==> src/shared/scd_pkg.sv <==
package scd_pkg;

  // ****************************************
  // Timing
  // ****************************************
  localparam int unsigned CLOCK_HZ = 10_000_000;
  localparam int unsigned DUTY_MIN_FREQ_HZ = 5_000_000;
  // Longest period that still counts as fast, rounded down
  localparam int unsigned DUTY_MAX_PERIOD_CYC_RAW = CLOCK_HZ / DUTY_MIN_FREQ_HZ;
  localparam int unsigned DUTY_MAX_PERIOD_CYC =
    (DUTY_MAX_PERIOD_CYC_RAW < 1) ? 1 : DUTY_MAX_PERIOD_CYC_RAW;
  localparam int unsigned PERIOD_W = 8;
  localparam int unsigned PRESC_STAGES = 12;
  localparam int unsigned STBY_WAIT_STATES = 8192;
  localparam int unsigned STBY_WAIT_W = 20;

  // ****************************************
  // Register map
  // ****************************************
  localparam logic [31:0] RATIO_INDEX = 32'h000E_E01B;
  localparam logic [31:0] RATIO_ADDR = RATIO_INDEX << 2;
  localparam logic [31:0] CTRL_ADDR = 32'h003B_8080;
  localparam logic [31:0] STATUS_ADDR = 32'h003B_8084;

  localparam logic [7:0] RATIO_RESET = 8'hFC;
  localparam logic [7:0] RATIO_FIXED_ONES = 8'hFC;
  localparam int unsigned RATIO_SEL_LOW_POS = 0;
  localparam int unsigned RATIO_SEL_HIGH_POS = 1;

  localparam int unsigned CTRL_PIN_EN_POS = 0;
  localparam int unsigned CTRL_STBY_REQ_POS = 1;
  localparam logic CTRL_PIN_EN_RESET = 1'b0;

  localparam int unsigned STAT_STBY_POS = 0;
  localparam int unsigned STAT_WAIT_POS = 1;
  localparam int unsigned STAT_FAST_POS = 2;
  localparam int unsigned STAT_RATIO_POS = 3;

  localparam logic [1:0] HTRANS_NONSEQ = 2'h2;

  typedef enum logic [1:0] {
    RUN = 2'h0,
    STBY = 2'h1,
    WAKE = 2'h3
  } scd_pwr_e;

endpackage

==> src/shared/scd_osc_if.sv <==
`timescale 1ns/1ns
interface scd_osc_if;
  logic oscTick;
  logic oscWave;
  logic oscFast;
  modport src (output oscTick, output oscWave, output oscFast);
  modport sink (input oscTick, input oscWave, input oscFast);
endinterface

==> src/core/scd_duty_stage.sv <==
`timescale 1ns/1ns
module scd_duty_stage (
  input wire logic clock,
  input wire logic rst_n,
  input wire logic oscRaw,
  scd_osc_if.src osc
);

  logic s1_q, s2_q, s3_q;
  logic lvl_q;
  logic [scd_pkg::PERIOD_W-1:0] periodCnt_q;
  logic [scd_pkg::PERIOD_W-1:0] period_q;
  logic [scd_pkg::PERIOD_W-1:0] highCnt_q;
  logic fast_q;
  logic wave_q;
  logic rise;

  // ****************************************
  // Pin synchroniser and filter
  // ****************************************
  always_ff @(posedge clock or negedge rst_n) begin
    if (!rst_n) begin
      s1_q <= 1'b0;
      s2_q <= 1'b0;
      s3_q <= 1'b0;
    end else begin
      s1_q <= oscRaw;
      s2_q <= s1_q;
      s3_q <= s2_q;
    end
  end

  always_ff @(posedge clock or negedge rst_n) begin
    if (!rst_n) begin
      lvl_q <= 1'b0;
    end else if (s2_q == s3_q) begin
      lvl_q <= s3_q;
    end
  end

  // Edge taken ahead of the agree filter: a half-rate oscillator never settles in it
  assign rise = s2_q & ~s3_q;

  // ****************************************
  // Period measurement
  // ****************************************
  always_ff @(posedge clock or negedge rst_n) begin
    if (!rst_n) begin
      // Saturated start, so the first edge after reset never reads as fast
      periodCnt_q <= '1;
      period_q <= '1;
      fast_q <= 1'b0;
    end else if (rise) begin
      periodCnt_q <= scd_pkg::PERIOD_W'(1);
      period_q <= periodCnt_q;
      fast_q <= (periodCnt_q <= scd_pkg::PERIOD_W'(scd_pkg::DUTY_MAX_PERIOD_CYC));
    end else if (periodCnt_q != '1) begin
      periodCnt_q <= periodCnt_q + 1'b1;
    end
  end

  // ****************************************
  // Regenerated half-period waveform
  // ****************************************
  always_ff @(posedge clock or negedge rst_n) begin
    if (!rst_n) begin
      highCnt_q <= '0;
      wave_q <= 1'b0;
    end else if (rise) begin
      highCnt_q <= (period_q >> 1) | scd_pkg::PERIOD_W'(1);
      wave_q <= 1'b1;
    end else if (highCnt_q > scd_pkg::PERIOD_W'(1)) begin
      highCnt_q <= highCnt_q - 1'b1;
    end else begin
      highCnt_q <= '0;
      wave_q <= 1'b0;
    end
  end

  // Slow oscillators pass as filtered, no correction below the limit
  assign osc.oscTick = rise;
  assign osc.oscWave = fast_q ? wave_q : lvl_q;
  assign osc.oscFast = fast_q;

endmodule

==> src/core/scd_clock_divider.sv <==
`timescale 1ns/1ns
module scd_clock_divider #(
  parameter int unsigned PRESC_STAGES = scd_pkg::PRESC_STAGES,
  parameter int unsigned STBY_WAIT_STATES = scd_pkg::STBY_WAIT_STATES
) (
  input wire logic clock,
  input wire logic rst_n,
  input wire logic hsel,
  input wire logic [31:0] haddr,
  input wire logic [1:0] htrans,
  input wire logic hwrite,
  input wire logic [2:0] hsize,
  input wire logic [31:0] hwdata,
  input wire logic hready,
  output logic hreadyout,
  output logic hresp,
  output logic [31:0] hrdata,
  input wire logic oscRaw,
  input wire logic hwStandby,
  input wire logic wakeReq,
  output logic sysTick,
  output logic [PRESC_STAGES-1:0] prescTick,
  output logic phiPin,
  output logic phiPinOe,
  output logic standbyActive
);

  // ****************************************
  // Parameter checks
  // ****************************************
  if (PRESC_STAGES < 1 || PRESC_STAGES > 16) begin : g_bad_presc
    $error("PRESC_STAGES out of range");
  end
  if (STBY_WAIT_STATES < 1 || STBY_WAIT_STATES >= (1 << scd_pkg::STBY_WAIT_W)) begin : g_bad_wait
    $error("STBY_WAIT_STATES out of range");
  end
  if (scd_pkg::DUTY_MAX_PERIOD_CYC >= (1 << scd_pkg::PERIOD_W)) begin : g_bad_period
    $error("DUTY_MAX_PERIOD_CYC does not fit PERIOD_W");
  end

  localparam logic [scd_pkg::STBY_WAIT_W-1:0] WAIT_LAST =
    scd_pkg::STBY_WAIT_W'(STBY_WAIT_STATES - 1);

  // ****************************************
  // Declarations
  // ****************************************
  scd_osc_if osc ();

  logic h1_q, h2_q, h3_q, hwStby_q;
  logic w1_q, w2_q, w3_q, wake_q;

  logic busWr_q;
  logic [31:0] busAddr_q;
  logic addrPhase;

  logic [1:0] ratio_q, ratio_d;
  logic pinEn_q, pinEn_d;
  logic [1:0] ratioAct_q;
  logic [2:0] divCnt_q;
  logic [2:0] divLast;
  logic phiLvl_q;
  logic phiTick;
  logic [3:0] divNext;
  logic [3:0] divHalf;
  logic [PRESC_STAGES-1:0] prescCnt_q;
  logic [PRESC_STAGES-1:0] presc_q;
  logic sysTick_q;

  scd_pkg::scd_pwr_e pwr_q;
  logic [scd_pkg::STBY_WAIT_W-1:0] waitCnt_q;
  logic stbyReq;
  logic [31:0] rdata_q;
  logic modClkRun;

  // ****************************************
  // Helpers
  // ****************************************
  function automatic logic [2:0] ratio_last(input logic [1:0] sel);
    case (sel)
      2'h0: ratio_last = 3'h0;
      2'h1: ratio_last = 3'h1;
      2'h2: ratio_last = 3'h3;
      2'h3: ratio_last = 3'h7;
      default: ratio_last = 3'h0;
    endcase
  endfunction

  function automatic logic [7:0] ratio_view(input logic [1:0] sel);
    ratio_view = scd_pkg::RATIO_FIXED_ONES;
    ratio_view[scd_pkg::RATIO_SEL_LOW_POS] = sel[0];
    ratio_view[scd_pkg::RATIO_SEL_HIGH_POS] = sel[1];
  endfunction

  // Data-phase write that lands on one register word
  function automatic logic wr_hit(input logic busWr, input logic [31:0] busAddr,
                                  input logic [31:0] regAddr);
    wr_hit = busWr && (busAddr == regAddr);
  endfunction

  // Low counter bits that must all be one for stage k to fire
  function automatic logic [PRESC_STAGES-1:0] presc_mask(input int unsigned k);
    presc_mask = '0;
    for (int unsigned i = 0; i <= k; i++) begin
      presc_mask[i] = 1'b1;
    end
  endfunction

  // ****************************************
  // Oscillator front end
  // ****************************************
  scd_duty_stage u_duty (
    .clock(clock),
    .rst_n(rst_n),
    .oscRaw(oscRaw),
    .osc(osc)
  );

  // ****************************************
  // Standby and wake pin synchronisers
  // ****************************************
  always_ff @(posedge clock or negedge rst_n) begin
    if (!rst_n) begin
      h1_q <= 1'b0;
      h2_q <= 1'b0;
      h3_q <= 1'b0;
      hwStby_q <= 1'b0;
    end else begin
      h1_q <= hwStandby;
      h2_q <= h1_q;
      h3_q <= h2_q;
      if (h2_q == h3_q) begin
        hwStby_q <= h3_q;
      end
    end
  end

  always_ff @(posedge clock or negedge rst_n) begin
    if (!rst_n) begin
      w1_q <= 1'b0;
      w2_q <= 1'b0;
      w3_q <= 1'b0;
      wake_q <= 1'b0;
    end else begin
      w1_q <= wakeReq;
      w2_q <= w1_q;
      w3_q <= w2_q;
      if (w2_q == w3_q) begin
        wake_q <= w3_q;
      end
    end
  end

  // ****************************************
  // AHB-Lite slave
  // ****************************************
  // Zero wait states; every response is OKAY
  assign hreadyout = 1'b1;
  assign hresp = 1'b0;
  assign addrPhase = hsel & hready & (htrans == scd_pkg::HTRANS_NONSEQ | htrans == 2'h3);

  always_ff @(posedge clock or negedge rst_n) begin
    if (!rst_n) begin
      busWr_q <= 1'b0;
      busAddr_q <= 32'h0000_0000;
    end else if (hready) begin
      busWr_q <= addrPhase & hwrite & (hsize == 3'h2);
      busAddr_q <= haddr;
    end
  end

  always_comb begin
    ratio_d = ratio_q;
    pinEn_d = pinEn_q;
    if (wr_hit(busWr_q, busAddr_q, scd_pkg::RATIO_ADDR)) begin
      ratio_d[0] = hwdata[scd_pkg::RATIO_SEL_LOW_POS];
      ratio_d[1] = hwdata[scd_pkg::RATIO_SEL_HIGH_POS];
    end
    if (wr_hit(busWr_q, busAddr_q, scd_pkg::CTRL_ADDR)) begin
      pinEn_d = hwdata[scd_pkg::CTRL_PIN_EN_POS];
    end
  end

  assign stbyReq = wr_hit(busWr_q, busAddr_q, scd_pkg::CTRL_ADDR) &&
    hwdata[scd_pkg::CTRL_STBY_REQ_POS];

  // Hardware standby reloads the ratio; software standby leaves it
  always_ff @(posedge clock or negedge rst_n) begin
    if (!rst_n) begin
      ratio_q <= scd_pkg::RATIO_RESET[1:0];
    end else if (hwStby_q) begin
      ratio_q <= scd_pkg::RATIO_RESET[1:0];
    end else begin
      ratio_q <= ratio_d;
    end
  end

  always_ff @(posedge clock or negedge rst_n) begin
    if (!rst_n) begin
      pinEn_q <= scd_pkg::CTRL_PIN_EN_RESET;
    end else if (hwStby_q) begin
      pinEn_q <= scd_pkg::CTRL_PIN_EN_RESET;
    end else begin
      pinEn_q <= pinEn_d;
    end
  end

  // Read data uses next values so a write followed by a read sees it
  always_ff @(posedge clock or negedge rst_n) begin
    if (!rst_n) begin
      rdata_q <= 32'h0000_0000;
    end else if (addrPhase && !hwrite) begin
      rdata_q <= 32'h0000_0000;
      if (haddr == scd_pkg::RATIO_ADDR) begin
        rdata_q[7:0] <= ratio_view(hwStby_q ? scd_pkg::RATIO_RESET[1:0] : ratio_d);
      end else if (haddr == scd_pkg::CTRL_ADDR) begin
        rdata_q[scd_pkg::CTRL_PIN_EN_POS] <= pinEn_d;
      end else if (haddr == scd_pkg::STATUS_ADDR) begin
        rdata_q[scd_pkg::STAT_STBY_POS] <= (pwr_q != scd_pkg::RUN);
        rdata_q[scd_pkg::STAT_WAIT_POS] <= (pwr_q == scd_pkg::WAKE);
        rdata_q[scd_pkg::STAT_FAST_POS] <= osc.oscFast;
        rdata_q[scd_pkg::STAT_RATIO_POS +: 2] <= ratioAct_q;
      end
    end
  end

  assign hrdata = rdata_q;

  // ****************************************
  // Frequency divider
  // ****************************************
  assign divLast = ratio_last(ratioAct_q);
  assign phiTick = osc.oscTick & (divCnt_q == divLast);
  // Four bits wide, so the divide-by-eight half point does not wrap to zero
  assign divNext = {1'b0, divCnt_q} + 4'h1;
  assign divHalf = ({1'b0, divLast} + 4'h1) >> 1;

  always_ff @(posedge clock or negedge rst_n) begin
    if (!rst_n) begin
      divCnt_q <= 3'h0;
      ratioAct_q <= scd_pkg::RATIO_RESET[1:0];
    end else if (hwStby_q) begin
      divCnt_q <= 3'h0;
      ratioAct_q <= scd_pkg::RATIO_RESET[1:0];
    end else if (osc.oscTick) begin
      if (divCnt_q == divLast) begin
        divCnt_q <= 3'h0;
        // New ratio waits for the period end, so no runt pulse
        ratioAct_q <= ratio_q;
      end else begin
        divCnt_q <= divCnt_q + 3'h1;
      end
    end
  end

  // Pin level: high for the first half of each divided period
  always_ff @(posedge clock or negedge rst_n) begin
    if (!rst_n) begin
      phiLvl_q <= 1'b0;
    end else if (hwStby_q) begin
      phiLvl_q <= 1'b0;
    end else if (osc.oscTick) begin
      if (divCnt_q == divLast) begin
        phiLvl_q <= 1'b1;
      end else begin
        phiLvl_q <= (divNext < divHalf);
      end
    end
  end

  // Undivided phi follows the oscillator wave directly, corrected when fast and filtered when slow
  // Gated by the enable itself, so a released pin never shows a stale high
  assign phiPin = (phiPinOe && pwr_q != scd_pkg::STBY) ?
    ((divLast == 3'h0) ? osc.oscWave : phiLvl_q) : 1'b0;
  assign phiPinOe = pinEn_q & ~hwStby_q;

  // ****************************************
  // Software standby sequencing
  // ****************************************
  always_ff @(posedge clock or negedge rst_n) begin
    if (!rst_n) begin
      pwr_q <= scd_pkg::RUN;
      waitCnt_q <= '0;
    end else if (hwStby_q) begin
      pwr_q <= scd_pkg::RUN;
      waitCnt_q <= '0;
    end else begin
      case (pwr_q)
        scd_pkg::RUN: begin
          if (stbyReq) begin
            pwr_q <= scd_pkg::STBY;
          end
        end
        scd_pkg::STBY: begin
          if (wake_q) begin
            pwr_q <= scd_pkg::WAKE;
            waitCnt_q <= '0;
          end
        end
        scd_pkg::WAKE: begin
          // Counted in phi periods, so a larger ratio waits longer
          if (phiTick) begin
            if (waitCnt_q == WAIT_LAST) begin
              pwr_q <= scd_pkg::RUN;
              waitCnt_q <= '0;
            end else begin
              waitCnt_q <= waitCnt_q + 1'b1;
            end
          end
        end
        default: begin
          pwr_q <= scd_pkg::RUN;
        end
      endcase
    end
  end

  // Divider runs on in software standby; the module ticks stop and the phi pin is held low until the wake wait
  assign modClkRun = (pwr_q == scd_pkg::RUN) & ~hwStby_q;
  assign standbyActive = (pwr_q != scd_pkg::RUN) | hwStby_q;

  // ****************************************
  // Prescalers for module clocks
  // ****************************************
  always_ff @(posedge clock or negedge rst_n) begin
    if (!rst_n) begin
      prescCnt_q <= '0;
    end else if (!modClkRun) begin
      prescCnt_q <= '0;
    end else if (phiTick) begin
      prescCnt_q <= prescCnt_q + 1'b1;
    end
  end

  // Stage k fires once every 2^(k+1) phi periods
  always_ff @(posedge clock or negedge rst_n) begin
    if (!rst_n) begin
      presc_q <= '0;
      sysTick_q <= 1'b0;
    end else begin
      sysTick_q <= phiTick & modClkRun;
      for (int k = 0; k < PRESC_STAGES; k++) begin
        presc_q[k] <= phiTick & modClkRun &
          ((prescCnt_q & presc_mask(k)) == presc_mask(k));
      end
    end
  end

  assign sysTick = sysTick_q;
  assign prescTick = presc_q;

endmodule

==> config.mk <==
export PLATFORM = sky130hd
export DESIGN_NAME = scd_clock_divider
export DESIGN_NICKNAME = d
export VERILOG_FILES = /design/src/shared/scd_pkg.sv /design/src/shared/scd_osc_if.sv /design/src/core/scd_duty_stage.sv /design/src/core/scd_clock_divider.sv
export SDC_FILE = /design/constraint.sdc
export NUM_CORES = 1
export LEC_CHECK = 0
export ABC_AREA = 1
export BUFFER_PORTS_ARGS = -buffer_cell sky130_fd_sc_hd__buf_4
export CAP_MARGIN = 20
export CORE_AREA = 10 10 162 164
export DETAILED_ROUTE_END_ITERATION = 7
export DIE_AREA = 0 0 172 174
export GPL_ROUTABILITY_DRIVEN = 0
export PLACE_DENSITY = 0.47
export SYNTH_ARGS = -nofsm -noshare
export SYNTH_HDL_FRONTEND = slang
export SYNTH_SLANG_ARGS = --single-unit
==> constraint.sdc <==
create_clock -name clock -period 3 [get_ports clock]
set_input_delay 0.75 -clock clock [delete_from_list [all_inputs] [get_ports clock]]
set_output_delay 0.75 -clock clock [all_outputs]
set_load 0.02 [all_outputs]
==> flow_summary.ini, run 1 <==
[layout]
fill_cells = 2443
fin_nets = 1012
insertedDiodeCount = 0
utilization_pct = 35.1
drive_above_1_share_pct = 15.5
finalInstanceArea_sq_um = 8120
final_cells = 1225
syn_to_final_growth_pct = 20.0

[status]
outcome = complete, no violations

[die]
design.core.area_sq_um = 23100
die-area_sq_um = 29900
initial_core_util_pct = 29.3
die_h_microns = 174
ios = 127
die_x_microns = 172
rows = 56

[yosys]
synth-edff-count = 0
async_flop_share_pct = 100
synth_most_common_cell = nand2_1
synth_cell_type_count = 45
synth_top_area_share_pct = 43.3
mappedNetlistArea_sq_um = 6770
yosys.area.top_type = dfrtp_1
ys_seq_area_share_pct = 48.7
synthFlopType = dfrtp_1
synth_common_cells = nand2_1 (208), dfrtp_1 (117), nor2_1 (106)
yosys_register_bits = 131
synthCells = 846
avgSynthCellArea_sq_um = 8.00
yosysWarnings = 0
synth_area_leaders = dfrtp_1 (43%), nand2_1 (12%), nor2_1 (5.9%), inv_1 (5.7%), dfstp_2 (5.4%)

[worst_setup_path]
start_kind = flip-flop
path_class = flip-flop to output pin
max_stage_delay_ps = 510
crit_arrival_ps = 1990
rr_worst_depth = 9
crit_chain = clkinv_1, nand2_1, nor2_1, inv_1, buf_4
worst-path-max-fanout = 9
endpoint_kind = output pin
cp.required_ps = 2250
crit_slowest_cell = dfrtp_1

[power]
p_clk_share_pct = 41.2
power.internal_mw = 3.52
worst_ir_drop_vdd_uv = 331
p_seq_share_pct = 41.5
pwr-share-comb_pct = 17.3
leakage_nw = 3.81
p_sw_share_pct = 30.4
switchingPower_mw = 1.54
p_per_area_nw_per_um2 = 623

[sta]
skew_ps = 10.9
fin_crit_sh_pct = 91.2
setup_ws_ps = 263
fin_crit_ps = 2740
hold_viol = 0
drv_slew = 0
setup_viol = 0
maxSlewHeadroom_pct = 62.5
fin_tns_setup_ps = 0
tightest_slew_ps = 560
rsz0062_at_grt = false
fmax_ghz = 0.365

[placement]
hpwl_microns = 12100
dp.cells = 1193
placement.io_buffers = 69
place_ws_ps = 616
dpl_cell_area_sq_um = 7530

[clock_tree]
post-cts-setup-buffers = 0
cts_resized = 0
postCtsHoldBufs = 0
cts_root_buffer = clkbuf_16
cts.clk_slew.worst_paths_ps = 60
clockBufferDepth = 2
cts-buffers-inserted = 17
h-tree-depth = 4
cts_tree = yes
clk_latency_ps = 430
cts_sinks = 131

[route]
ant_nets = 0
avgRoutedWirePerCell_microns = 13.4
drt-total-wl_microns = 16400
drc = 0
firstDrtPassIters = 5
dr_total_vias = 5519
viasPerCell = 4.51
first_iter_violations = 290

[min_path]
hp-class = input port to asynchronous set/reset pin

[global_route]
grt_pass1_wl_microns = 28000
overflow = 0
track_usage_pct = 11.5
grt_max_degree = 44
first_global_vias = 5641
antenna_found_initial = 0

[run]
drv_cap = 0
power by group through the flow:
stage / sequential (mW) / clock [mW] / combinational [mW]
2_1_floorplan: 2.09 / 0 / 0.673
3_3_place_gp: 2.13 / 0 / 0.887
3_5_place_dp: 2.13 / 0 / 0.892
4_1_cts: 2.10 / 2.15 / 0.897
5_1_grt: 2.12 / 2.22 / 1.02
6_report: 2.10 / 2.08 / 0.877
logic make-up (layout without fill, tap and decap cells):
group	after synthesis	count (layout)	synth area share, %
fa+ha+maj	15	15	2.70
simple gates	429	429	27.4
compound gates	102	102	8.85
flops	131	131	48.7
other cells	2	26	0.111
xor+xnor	13	13	1.68
buf+inv	154	219	10.5
cell usage in the layout (no fill, tap or decap), types with 3 or more instances in the layout:
| cell | count |
|---|---|
| a21oi_1 | 6 |
| a22o_1 | 3 |
| a22oi_1 | 3 |
| a31oi_1 | 3 |
| buf_4 | 79 |
| clkbuf_16 | 17 |
| clkinvlp_4 | 4 |
| conb_1 | 26 |
| dfrtp_1 | 117 |
| dfstp_2 | 14 |
| ha_1 | 13 |
| inv_1 | 103 |
| inv_6 | 4 |
| nand2_1 | 208 |
| nand2_2 | 3 |
| nand3_1 | 49 |
| nand3b_1 | 3 |
| nand4_1 | 32 |
| nor2_1 | 106 |
| nor3_1 | 14 |
| nor4_1 | 3 |
| o21ai_0 | 55 |
| o21ai_1 | 5 |
| o21ai_2 | 7 |
| o22ai_1 | 11 |
| xnor2_1 | 4 |
| xor2_1 | 9 |
metrics by stage:
stage / hold WS, ps / total power, mW
finish: 223 / 5.06
floorplan: 331 / 2.77
detailed placement: 337 / 3.02
global route: 240 / 5.36
CTS: 229 / 5.14
global placement: 336 / 3.02
metal layers:
layer,share of wire [%],vias up,track usage [%]
met5,0,-,0
met3,3.0,18,2.70
li1,-,2832,-
met1,47,2601,14.4
met4,1.7,0,4.42
met2,48,68,18.5
final timing paths:
path	slack, ps	startpoint	endpoint
max reg2reg	880	waitCnt_q[0]	waitCnt_q[1]
min in group clock	350	u_duty.s1_q	u_duty.s2_q
max	260	hwStby_q	standbyActive
max in group asynchronous	2030	rst_n	busAddr_q[19]
min reg2reg	350	u_duty.s1_q	u_duty.s2_q
min	220	rst_n	busAddr_q[13]
cell type report:
class                   instances  area, sq um  area share [%]
clock buffers                  18          439            5.41
clock inverters                14          153            1.88
inverters                     106          398            4.90
multi-input cells             585         2850            35.1
flip-flops and latches        131         3300            40.6
well taps                     290          363            4.47
repair buffers                 81          624            7.69
state kept, by name (all words and copies together), names as in the netlist, 2 cells and up:
| signal | cells |
|---|---|
| u_duty.highCnt_q | 8 |
| prescTick | 12 |
| pwr_q | 2 |
| waitCnt_q | 20 |
| u_duty.periodCnt_q | 8 |
| ratioAct_q | 2 |
| hrdata | 6 |
| u_duty.period_q | 6 |
| prescCnt_q | 12 |
| divCnt_q | 3 |
| busAddr_q | 32 |
| ratio_q | 2 |
worst max-delay path: cells and delay by family (launching register included):
family                 cells  cell delay [ps]
buffers and inverters      3              530
DFF                        1              510
and+or+nand+nor            2              510
Note: power is estimated with default switching activity, not from simulation.
==> inputs of run 2 (changes only) <==
Settings changed: GPL_TIMING_DRIVEN from default to 0.
==> run 2 against run 1 <==
  * Non-clock buffer count grew 37
  * Worst setup slack gained 61 ps
  * Cell count grew 3.0%
  * Worst hold slack gained 14 ps
  * Flip-flop and latch count is the same
  * Sequential power is essentially flat
  * Final area grew 2.9%
  * Clock power is essentially flat
  * Count of clock-buffer cells in the layout shrank 1
  * Total power grew 1.1%
  * Sequential share of layout area shrank 1.2 points
  * Critical endpoint unchanged
  * Largest cell class unchanged
==> flow_summary.ini, run 2 (synthesis gave the netlist of run 1 again) <==
[status]
outcome = complete, no violations

[layout]
largest_register_ffs = 32
fin_nets = 1049
mostFrequentLayoutCell = nand2_1
final_cell_mix = nand2_1 (208), dfrtp_1 (117), nor2_1 (105)
drive_above_1_share_pct = 17.6
top_register = busAddr_q
syn_to_final_growth_pct = 23.5
top_regs = busAddr_q x32, waitCnt_q x20
utilization_pct = 36.2
fill_cells = 2461
insertedDiodeCount = 0

[die]
die-area_sq_um = 29900
ios = 127
design.core.area_sq_um = 23100
die_x_microns = 172
initial_core_util_pct = 29.3
die_h_microns = 174
rows = 56

[sta]
fin_tns_setup_ps = 0
rsz0062_at_grt = false
maxSlewHeadroom_pct = 60.6
skew_ps = 10.8
setup_ws_ps = 324
fmax_ghz = 0.374
fin_crit_ps = 2680
fin_crit_sh_pct = 89.2
setup_viol = 0
tightest_slew_ps = 588
hold_viol = 0
drv_slew = 0

[run]
drv_cap = 0

[clock_tree]
clk_latency_ps = 420
h-tree-depth = 4
cts-buffers-inserted = 17
post-cts-setup-buffers = 0
clockBufferDepth = 2
cts.clk_slew.worst_paths_ps = 70
cts_tree = yes
cts_resized = 0
cts_sinks = 131
postCtsHoldBufs = 0
cts_root_buffer = clkbuf_16

[worst_setup_path]
worst-path-max-fanout = 9
endpoint_kind = output pin
path_class = flip-flop to output pin
crit_arrival_ps = 1930
start_kind = flip-flop
cp.required_ps = 2250

[route]
drc = 0
ant_nets = 0
drt-total-wl_microns = 16900
viasPerCell = 4.44
dr_total_vias = 5609
first_iter_violations = 225
avgRoutedWirePerCell_microns = 13.4
firstDrtPassIters = 5

[power]
worst_ir_drop_vdd_uv = 300
leakage_nw = 3.96
p_per_area_nw_per_um2 = 612
pwr-share-comb_pct = 19.0
p_sw_share_pct = 31.6
power.internal_mw = 3.50
p_seq_share_pct = 40.8
p_total_mw = 5.12
p_clk_share_pct = 40.2
switchingPower_mw = 1.62

[placement]
place_ws_ps = 471
placement.io_buffers = 69
hpwl_microns = 12700

[global_route]
grt_max_degree = 94
overflow = 0
grt_pass1_wl_microns = 28800
track_usage_pct = 11.8
first_global_vias = 5847
antenna_found_initial = 0

[min_path]
hp-class = input port to asynchronous set/reset pin
-- run 2: cell count changes in the layout (fill, tap and decap cells not counted), moves of 2 or more --
cell	change
buf_4	+17
clkinv_2	-2
buf_2	+4
inv_8	+3
clkbuf_1	+12
buf_6	+3
-- run 2: power by group through the flow --
stage / Clock [mW] / Combinational, mW / Sequential, mW
after floorplan: 0 / 0.673 / 2.09
after global placement: 0 / 0.978 / 2.12
after detailed placement: 0 / 0.984 / 2.12
after CTS: 2.12 / 0.992 / 2.09
after global routing: 2.20 / 1.12 / 2.11
final: 2.06 / 0.971 / 2.09
-- run 2: critical path: stages (launching register included) --
cell      delay (ps)
dfrtp_1          360
buf_2            180
clkinv_1         160
nand2_1          110
nor2_2           310
inv_1            190
buf_4            200
-- run 2: final cells by class --
class	count	area, sq um	share of cell area [%]
clock inverters	15	164	1.96
inverters	106	398	4.76
multi-input cells	585	2850	34.1
repair buffers	70	549	6.57
well taps	290	363	4.34
clock buffers	17	425	5.09
flip-flops and latches	131	3300	39.4
plain buffers	48	314	3.76
-- run 2: worst paths after layout --
check / startpoint / endpoint / slack (ps) / depth (start not counted)
setup reg to reg: waitCnt_q[0] / waitCnt_q[1] / 750 / 8
max in group asynchronous: rst_n / u_duty.period_q[7] / 1950 / 2
hold reg to reg: h1_q / h2_q / 350 / 0
hold / removal: rst_n / busAddr_q[1] / 240 / 1
setup / recovery: hwStby_q / standbyActive / 320 / 6
min in group clock: h1_q / h2_q / 350 / 0
-- run 2: metrics by stage --
step | cells | hold WS [ps] | cell area [sq um]
floorplan | 870 | 331 | 6860
global placement | 1229 | 333 | 7740
detailed placement | 1230 | 341 | 7770
CTS | 1262 | 242 | 8360
global route | 1262 | 247 | 8360
finish | 1262 | 238 | 8360
-- run 2: routing by layer --
layer	vias to the layer above	share of wire [%]	GRT usage (%)
met1	2626	47	14.7
li1	2910	-	-
met5	-	0	0
met4	0	0.75	2.80
met2	67	49	19.6
met3	6	3.5	3.08
